<file path="src/core/mpo_pkg.sv">
// constants and types for the macrocell preload / observe test logic
package mpo_pkg;
	localparam int MPO_CELLS = 16;
	localparam int MPO_CLK_PERIOD_NS = 5;
	// power-up reset time, microseconds
	localparam int MPO_PWRUP_US = 10;
	// power-up reset duration in cycles (longest time, rounds down)
	localparam int MPO_PWRUP_CYCLES = (MPO_PWRUP_US * 1000) / MPO_CLK_PERIOD_NS;
	// reset value of every macrocell register
	localparam logic MPO_REG_RESET = 1'b0;
	// mode encodings, one-hot
	typedef enum logic [2:0] {
		MPO_NORMAL = 3'h1,
		MPO_PRELOAD = 3'h2,
		MPO_OBSERVE = 3'h4
	} mpo_mode_t;
endpackage

</file>
<file path="src/core/mpo_cell_if.sv">
// bundle between the mode control and the macrocell bank
interface mpo_cell_if #(parameter int CELLS = 16);
	import mpo_pkg::*;
	mpo_mode_t mode;
	logic clk_edge;
	logic [CELLS-1:0] q;
	modport ctrl (output mode, output clk_edge, input q);
	modport bank (input mode, input clk_edge, output q);
endinterface

</file>
<file path="src/core/mpo_cell_bank.sv">
// bank of macrocell registers with preload load path
module mpo_cell_bank #(
	parameter int CELLS = 16
) (
	input wire logic clk_in,
	input wire logic rst_n_in,
	input wire logic [CELLS-1:0] d_in,
	input wire logic [CELLS-1:0] pin_in,
	mpo_cell_if.bank cif
);
	import mpo_pkg::*;
	genvar i;
	generate
		for (i = 0; i < CELLS; i++) begin : g_cell
			always_ff @(posedge clk_in) begin
				if (!rst_n_in) begin
					cif.q[i] <= MPO_REG_RESET;
				end else if (cif.clk_edge) begin
					if (cif.mode == MPO_PRELOAD) begin
						cif.q[i] <= pin_in[i];
					end else if (cif.mode == MPO_NORMAL) begin
						cif.q[i] <= d_in[i];
					end
				end
			end
		end
	endgenerate
endmodule

</file>
<file path="src/core/mpo_test_port.sv">
// top: mode decode, pin drive and power-up reset for the macrocell test port
module mpo_test_port #(
	parameter int CELLS = mpo_pkg::MPO_CELLS,
	parameter int PWRUP_CYCLES = mpo_pkg::MPO_PWRUP_CYCLES
) (
	input wire logic clk_in,
	input wire logic rst_n_in,
	input wire logic preload_term_in,
	input wire logic observe_term_in,
	input wire logic dev_clk_in,
	input wire logic [CELLS-1:0] d_in,
	input wire logic [CELLS-1:0] polarity_in,
	input wire logic [CELLS-1:0] oe_in,
	input wire logic [CELLS-1:0] pin_in,
	output logic [CELLS-1:0] pin_out,
	output logic [CELLS-1:0] pin_oe_out,
	output mpo_pkg::mpo_mode_t mode_out,
	output logic reset_busy_out
);
	import mpo_pkg::*;
	mpo_cell_if #(.CELLS(CELLS)) cif ();

	// mode control
	mpo_mode_t mode;
	mpo_mode_t next_mode;
	logic preload_req;
	logic observe_req;

	// power-up window and device clock edge
	logic [31:0] pwr_cnt;
	logic [31:0] next_pwr_cnt;
	logic dev_clk_q;
	logic dev_clk_rise;

	// pin drive
	logic [CELLS-1:0] next_pin;
	logic [CELLS-1:0] next_oe;

	// power-up window: clock edges and test modes are ignored until it ends
	// a 32-bit count covers any window length a parameter can ask for
	always_comb begin
		next_pwr_cnt = pwr_cnt;
		if (pwr_cnt < 32'(PWRUP_CYCLES)) begin
			next_pwr_cnt = pwr_cnt + 32'h1;
		end
	end

	// the counter saturates, so a long run never reopens the window
	always_ff @(posedge clk_in) begin
		if (!rst_n_in) begin
			pwr_cnt <= 32'h0;
		end else begin
			pwr_cnt <= next_pwr_cnt;
		end
	end

	always_comb begin
		reset_busy_out = (pwr_cnt < 32'(PWRUP_CYCLES));
	end

	// terms count only once the window has closed
	always_comb begin
		preload_req = preload_term_in & ~reset_busy_out;
		observe_req = observe_term_in & ~reset_busy_out;
	end

	// preload takes priority: observe would drive pins the tester is driving
	always_comb begin
		next_mode = MPO_NORMAL;
		case (mode)
			MPO_NORMAL: begin
				if (preload_req) begin
					next_mode = MPO_PRELOAD;
				end else if (observe_req) begin
					next_mode = MPO_OBSERVE;
				end
			end
			// observe may follow preload directly, without a normal cycle
			MPO_PRELOAD: begin
				if (preload_req) begin
					next_mode = MPO_PRELOAD;
				end else if (observe_req) begin
					next_mode = MPO_OBSERVE;
				end
			end
			// a preload term arriving during observe takes over at once
			MPO_OBSERVE: begin
				if (preload_req) begin
					next_mode = MPO_PRELOAD;
				end else if (observe_req) begin
					next_mode = MPO_OBSERVE;
				end
			end
			default: begin
				next_mode = MPO_NORMAL;
			end
		endcase
	end

	// the busy branch repeats the term gating but keeps the window explicit
	always_ff @(posedge clk_in) begin
		if (!rst_n_in) begin
			mode <= MPO_NORMAL;
		end else if (reset_busy_out) begin
			mode <= MPO_NORMAL;
		end else begin
			mode <= next_mode;
		end
	end

	// rising edge of the device clock pin; the pin is synchronous to clk_in
	always_ff @(posedge clk_in) begin
		if (!rst_n_in) begin
			dev_clk_q <= 1'b0;
		end else begin
			dev_clk_q <= dev_clk_in;
		end
	end

	// the clock is held low after reset, so a cleared history gives no false edge
	always_comb begin
		dev_clk_rise = dev_clk_in & ~dev_clk_q;
	end

	// pin loopback in preload means a pin-based term can disturb itself
	// limitation: nothing here can tell a pin-built term from a dedicated one
	always_comb begin
		cif.mode = mode;
		cif.clk_edge = dev_clk_rise & ~reset_busy_out;
	end

	// the bank keeps Q through observe; only preload and normal edges load it
	mpo_cell_bank #(.CELLS(CELLS)) u_bank (
		.clk_in(clk_in),
		.rst_n_in(rst_n_in),
		.d_in(d_in),
		.pin_in(pin_in),
		.cif(cif)
	);

	// per-cell pin drive; observe shows raw Q so the tester reads the register itself
	genvar c;
	generate
		for (c = 0; c < CELLS; c++) begin : g_pin
			// value path
			always_comb begin
				next_pin[c] = cif.q[c] ^ polarity_in[c];
				case (mode)
					MPO_OBSERVE: begin
						next_pin[c] = cif.q[c];
					end
					MPO_PRELOAD: begin
						next_pin[c] = cif.q[c] ^ polarity_in[c];
					end
					MPO_NORMAL: begin
						next_pin[c] = cif.q[c] ^ polarity_in[c];
					end
					default: begin
						next_pin[c] = cif.q[c] ^ polarity_in[c];
					end
				endcase
			end

			// enable path
			always_comb begin
				next_oe[c] = 1'b0;
				case (mode)
					MPO_OBSERVE: begin
						next_oe[c] = 1'b1;
					end
					// released so the tester can drive the load value
					MPO_PRELOAD: begin
						next_oe[c] = 1'b0;
					end
					MPO_NORMAL: begin
						next_oe[c] = oe_in[c];
					end
					default: begin
						next_oe[c] = 1'b0;
					end
				endcase
			end

			// reset drives low; polarity applies from the first normal cycle
			always_ff @(posedge clk_in) begin
				if (!rst_n_in) begin
					pin_out[c] <= 1'b0;
				end else begin
					pin_out[c] <= next_pin[c];
				end
			end

			// outputs stay off through reset so nothing fights the tester
			always_ff @(posedge clk_in) begin
				if (!rst_n_in) begin
					pin_oe_out[c] <= 1'b0;
				end else begin
					pin_oe_out[c] <= next_oe[c];
				end
			end
		end
	endgenerate

	// mode is exported so a tester can see which test mode is live
	always_comb begin
		mode_out = mode;
	end
endmodule

</file>
<file path="config.mk">
export PLATFORM = sky130hd
export DESIGN_NAME = mpo_test_port
export DESIGN_NICKNAME = d
export VERILOG_FILES = /design/src/core/mpo_pkg.sv /design/src/core/mpo_cell_if.sv /design/src/core/mpo_cell_bank.sv /design/src/core/mpo_test_port.sv
export SDC_FILE = /design/constraint.sdc
export NUM_CORES = 1
export LEC_CHECK = 0
export ABC_AREA = 0
export BUFFER_PORTS_ARGS = -buffer_cell sky130_fd_sc_hd__buf_2
export CAP_MARGIN = 10
export CORE_MARGIN = 1
export CORE_UTILIZATION = 53
export CTS_CLUSTER_SIZE = 8
export DETAILED_ROUTE_END_ITERATION = 10
export GPL_TIMING_DRIVEN = 1
export MAX_ROUTING_LAYER = met4
export PLACE_DENSITY_LB_ADDON = 0.05
export RECOVER_POWER = 50
export SLEW_MARGIN = 15
export SYNTH_ARGS = -nofsm -noshare
export SYNTH_HDL_FRONTEND = slang
export SYNTH_SLANG_ARGS = --single-unit
</file>
<file path="constraint.sdc">
create_clock -name clk_in -period 5.4 [get_ports clk_in]
set_input_delay 1.08 -clock clk_in [delete_from_list [all_inputs] [get_ports clk_in]]
set_output_delay 1.08 -clock clk_in [all_outputs]
set_load 0.01 [all_outputs]
</file>
After elaboration in Yosys (flattened, before gate mapping)
Index checks and enable logic that the tools add are counted.
{ "word_totals": {"input_bits": 69, "regBits": 84, "out_inout_bits": 36} }
{ "classes": {"eq_ne": 3, "bitwise_logic": 24, "magnitude_cmp": 1, "n_mux": 66, "addsub": 1, "reduce_logical": 5} }
{ "op_table": {"columns": ["op", "n"], "rows": [
  ["1-bit 2-to-1 mux", 48],
  ["32-bit by 1-bit adder with 32-bit output (second input constant)", 1],
  ["32-bit by 11-bit < comparator with 1-bit output (second input constant)", 1],
  ["1-bit one-hot mux with 2 select lines", 16],
  ["1-bit bitwise XOR", 16],
  ["3-bit OR reduction", 2],
  ["1-bit bitwise AND", 4],
  ["1-bit NOT", 4],
  ["4-bit OR reduction", 1],
  ["3-bit by 1-bit equality test with 1-bit output (second input constant)", 1],
  ["3-bit by 2-bit equality test with 1-bit output (second input constant)", 1],
  ["3-bit equality test (second input constant)", 1],
  ["3-bit 2-to-1 mux", 1],
  ["2-bit 2-to-1 mux", 1],
  ["2-bit AND reduction", 1],
  ["2-bit nonzero test", 1]
]} }

Depth between registers and ports, before layout
{ "depth": {"word_depth": 5, "ltp_mapped": 6, "depth_no_buf": 5} }

Modules after synthesis
Synthesis repeated with hierarchy kept, for this count alone.
{ "unflattened": {"hier_cells": 350, "area_unflattened_um2": 3270.6} }
{ "by_module_without_submodules": {"columns": ["module", "area_per_inst_um2", "cells_per_inst", "seq_area_each_um2", "instances"], "rows": [
  ["mpo_test_port", 2437.3, 255, 1361.3, 1],
  ["mpo_cell_bank", 833.3, 95, 320.3, 1]
]} }

Worst setup path after synthesis
No wires, ideal clock.
{ "synth_timing": {"path_type": "reg-to-output", "from": "reg pwr_cnt[31]", "to": "out reset_busy_out", "required_time_ns": 4.320, "n_path_buf": 0, "setup_slack_ns": 3.209, "path_stages_with_launch": 4, "arrival_time_ns": 1.111, "cell_sequence": "dfxtp_1 -> nor4_1 -> nand4_1 -> nor2_1"} }
{ "synth_between": {"elab_chain_cells": 1} }
{ "synth_lines": {"columns": ["element", "line_no", "text"], "rows": [
  ["from (decl)", "mpo_test_port.sv:30", "logic [31:0] pwr_cnt;"],
  ["from (signal assigned)", "mpo_test_port.sv:53", "pwr_cnt <= next_pwr_cnt;"],
  ["32-bit by 11-bit < comparator with 1-bit output", "mpo_test_port.sv:58", "reset_busy_out = (pwr_cnt < 32'(PWRUP_CYCLES));"],
  ["to (decl)", "mpo_test_port.sv:18", "output logic reset_busy_out"]
]} }
Every way passes these cells.

Worst setup path after layout
{ "layout_timing": {"from": "reg pwr_cnt[6]", "to": "out reset_busy_out"} }
The elaborated chain is that of the path after synthesis.

==> results.sh <==
export IMPL_critPathMaxFanout=16
export IMPL_num_io_pins=105
export IMPL_r2r_end="u_bank.cif.q[8]$_SDFFE_PN0P_"
export IMPL_numCtsBuffers=9
export IMPL_synth_warning_count=0
export IMPL_grt_overflow=0
export IMPL_min_path_type="register to register"
export IMPL_cts_root_buffer="clkbuf_8"
export IMPL_grtUsageTotal=0.2460
export IMPL_tns_ps=0
export IMPL_gp_congestion=0.7974
export IMPL_hold_path_end="pwr_cnt[21]$_SDFFE_PN0P_"
export IMPL_setup_viol=0
export IMPL_slew_headroom=-0.1274
export IMPL_port_buffers=104
export IMPL_regArea_um2=1682
export IMPL_layout_nets=482
export IMPL_synth_cells=315
export IMPL_via_per_inst=5.301
export IMPL_arrival_ps=2150
export IMPL_outcome="complete, but fails checks"
export IMPL_wl_per_cell_um=14.27
export IMPL_avgSynthCellArea_um2=9.914
export IMPL_antenna_found_initial=0
export IMPL_cp_start_kind="register"
export IMPL_startpoint="pwr_cnt[6]$_SDFFE_PN0P_"
export IMPL_dieArea_um2=6203
export IMPL_r2r_start="mode_out[0]$_SDFF_PP1_"
export IMPL_leakagePower_nw=1.710
export IMPL_grt_first_pass_wirelength_um=11380
export IMPL_route_vias_total=2592
export IMPL_swShare=0.2099
export IMPL_insertedDiodeCount=0
export IMPL_ctsHtreeMaxLevel=3
export IMPL_ir_drop_v=0.0002012
export IMPL_postCtsSetupRepairBufs=0
export IMPL_holdPathStages=1
export IMPL_ys_types=35
export IMPL_synth_seq_area_share=0.5385
export IMPL_hpwl_um=4754
export IMPL_post_route_period_util=0.5983
export IMPL_rr_worst_depth=4
export IMPL_first_global_vias=2430
export IMPL_cts_num_sinks=84
export IMPL_tightest_slew_ps=1691
export IMPL_drv_slew=47
export IMPL_ys_ff_latch=84
export IMPL_initial_core_util=0.5569
export IMPL_layout_setup_ws_ps=2169
export IMPL_fp_dieW_um=78.76
export IMPL_ff2ff_setup_slack_ps=3110
export IMPL_clkLatencyLatePin_ps=340
export IMPL_area_delta_synth_final_pct=24.44
export IMPL_totalWireLength_um=6976
export IMPL_cap_violations=1
export IMPL_rows=27
export IMPL_comb_power_share=0.062
export IMPL_drc=0
export IMPL_hold_viol=0
export IMPL_drive_above_1_share=0.2590
export IMPL_p_int_mw=1.005
export IMPL_final_min_clock_period_ps=3231
export IMPL_ctsHoldBuffers=0
export IMPL_dp_slack_ps=2560
export IMPL_crit_required_ps=4320
export IMPL_crit_type="register to output pin"
export IMPL_drt_initial_drc_count=109
export IMPL_multi_input_area_um2=1343
export IMPL_die_h_um=78.76
export IMPL_endpoint_kind="output pin"
export IMPL_syn_area_um2=3123
export IMPL_finClkSkew_ps=10.27
export IMPL_drt_pass1_iterations=4
export IMPL_cellPowerDensity_nw_per_um2=327.5
export IMPL_ant_nets=0
export IMPL_clk_pin_slew_ps=80
export IMPL_cts_tree="yes"
export IMPL_clk_path_buf_depth=2
export IMPL_core_area_um2=5608
export IMPL_grt_max_degree=47
export IMPL_rsz0062_at_grt="no"
export IMPL_hold_start="pwr_cnt[21]$_SDFFE_PN0P_"
export IMPL_post_cts_resized=0
export IMPL_p_seq_frac=0.502
export IMPL_power_frac_clock=0.436
export IMPL_p_sw_uw=267.2
export IMPL_violations="capacitance limit, slew limit"
export IMPL_fmax_mhz=309.5
export IMPL_synth_fp_nets=385
export IMPL_nFillCells=498
## cell usage after synthesis
cell type	n	share of area
a211o_1	2	0.0056
a21oi_1	23	0.037
a21oi_4	1	0.0052
a22o_1	1	0.0028
and2_1	21	0.042
and3_1	1	0.0020
and4_1	3	0.0084
buf_2	1	0.0016
buf_6	1	0.0036
clkbuf_1	19	0.023
dfxtp_1	84	0.54
ha_1	1	0.0040
inv_1	3	0.0036
mux2i_1	3	0.0096
nand2_1	21	0.025
nand2b_1	3	0.0060
nand3_1	5	0.0080
nand4_1	4	0.0080
nor2_1	37	0.044
nor3_1	3	0.0048
nor3b_1	3	0.0072
nor4_1	4	0.0080
nor4b_1	1	0.0028
o211a_1	1	0.0032
o211ai_1	1	0.0024
o21ai_0	4	0.0064
o221a_2	16	0.058
o22a_1	16	0.045
o31ai_1	5	0.012
or3_1	2	0.0040
or3b_1	2	0.0056
or3b_2	1	0.0028
or4_1	5	0.012
xnor2_1	1	0.0028
xor2_1	16	0.045
## placed cells by master (no fill, tap or decap), types with 10 or more instances in the layout
cell type,n
a21oi_1,23
and2_0,10
and2_1,11
buf_2,71
clkbuf_1,33
clkbuf_8,11
dfxtp_1,84
nand2_1,21
nor2_1,37
o221a_2,16
o22a_1,16
xor2_1,16
## kinds of logic (layout without fill, tap and decap cells)
family          after synthesis  count (layout)  share of synthesized area
fa+ha+maj                     1               1                   0.004006
flops                        84              84                     0.5385
compound gates               70              70                     0.1771
mux                           3               3                   0.009616
xor+xnor                     17              17                    0.04768
simple gates                116             116                     0.1915
buf+inv                      24             126                    0.03165
## area by class of cell
type	count	area share
inverter	3	0.002898
clock buffer	11	0.03896
tap	72	0.02318
timing repair buffer	107	0.1291
multi-input combinational	207	0.3455
clock inverter	5	0.02769
sequential	84	0.4327
## critical path, cell delays in order, from the launching register on
cell	delay (ps)
dfxtp_1	390
nand4_1	170
o211ai_1	840
nor2_1	210
buf_2	210
## power by group through the flow
| stage | clock, mW | sequential, mW | combinational [mW] |
|---|---|---|---|
| final | 0.554 | 0.639 | 0.0790 |
| after CTS | 0.561 | 0.639 | 0.0830 |
| after detailed placement | 0 | 0.653 | 0.0825 |
| after floorplan | 0 | 0.660 | 0.0324 |
| after global routing | 0.588 | 0.641 | 0.0886 |
| after global placement | 0 | 0.653 | 0.0803 |
## state kept, by name, summed over array words and instances (netlist names)
name and count:
pin_oe_out 16, mode_out 3, u_bank.cif.q 16, pwr_cnt 32
dev_clk_q 1, pin_out 16
## per-layer routing
layer / GRT usage / up-vias / share of wire
met5: - / - / 0
met2: 0.3930 / 87 / 0.47
met3: 0.05402 / 7 / 0.053
li1: - / 1306 / -
met1: 0.3081 / 1192 / 0.47
met4: 0.08519 / 0 / 0.011
## worst max-delay path by stage
stage,slack [ps],cells after the start,to
6_report,2170,4,reset_busy_out
5_1_grt,1890,4,reset_busy_out
4_1_cts,2170,4,reset_busy_out
3_5_place_dp,2560,4,reset_busy_out
3_3_place_gp,2610,4,reset_busy_out
2_1_floorplan,3210,3,reset_busy_out
## through the flow
step / hold WS (ps) / instance area, µm² / util / total power, mW / std cells
6_report: 467.5 / 3886 / 0.6930 / 1.273 / 489
5_1_grt: 478.3 / 3886 / 0.6930 / 1.317 / 489
4_1_cts: 469.0 / 3928 / 0.7004 / 1.282 / 489
3_5_place_dp: 447.3 / 3669 / 0.6542 / 0.7358 / 473
3_3_place_gp: 442.2 / 3669 / 0.6542 / 0.7336 / 473
2_1_floorplan: 430.2 / 3123 / - / 0.6925 / 315
Power figures use the tool's default switching activity.
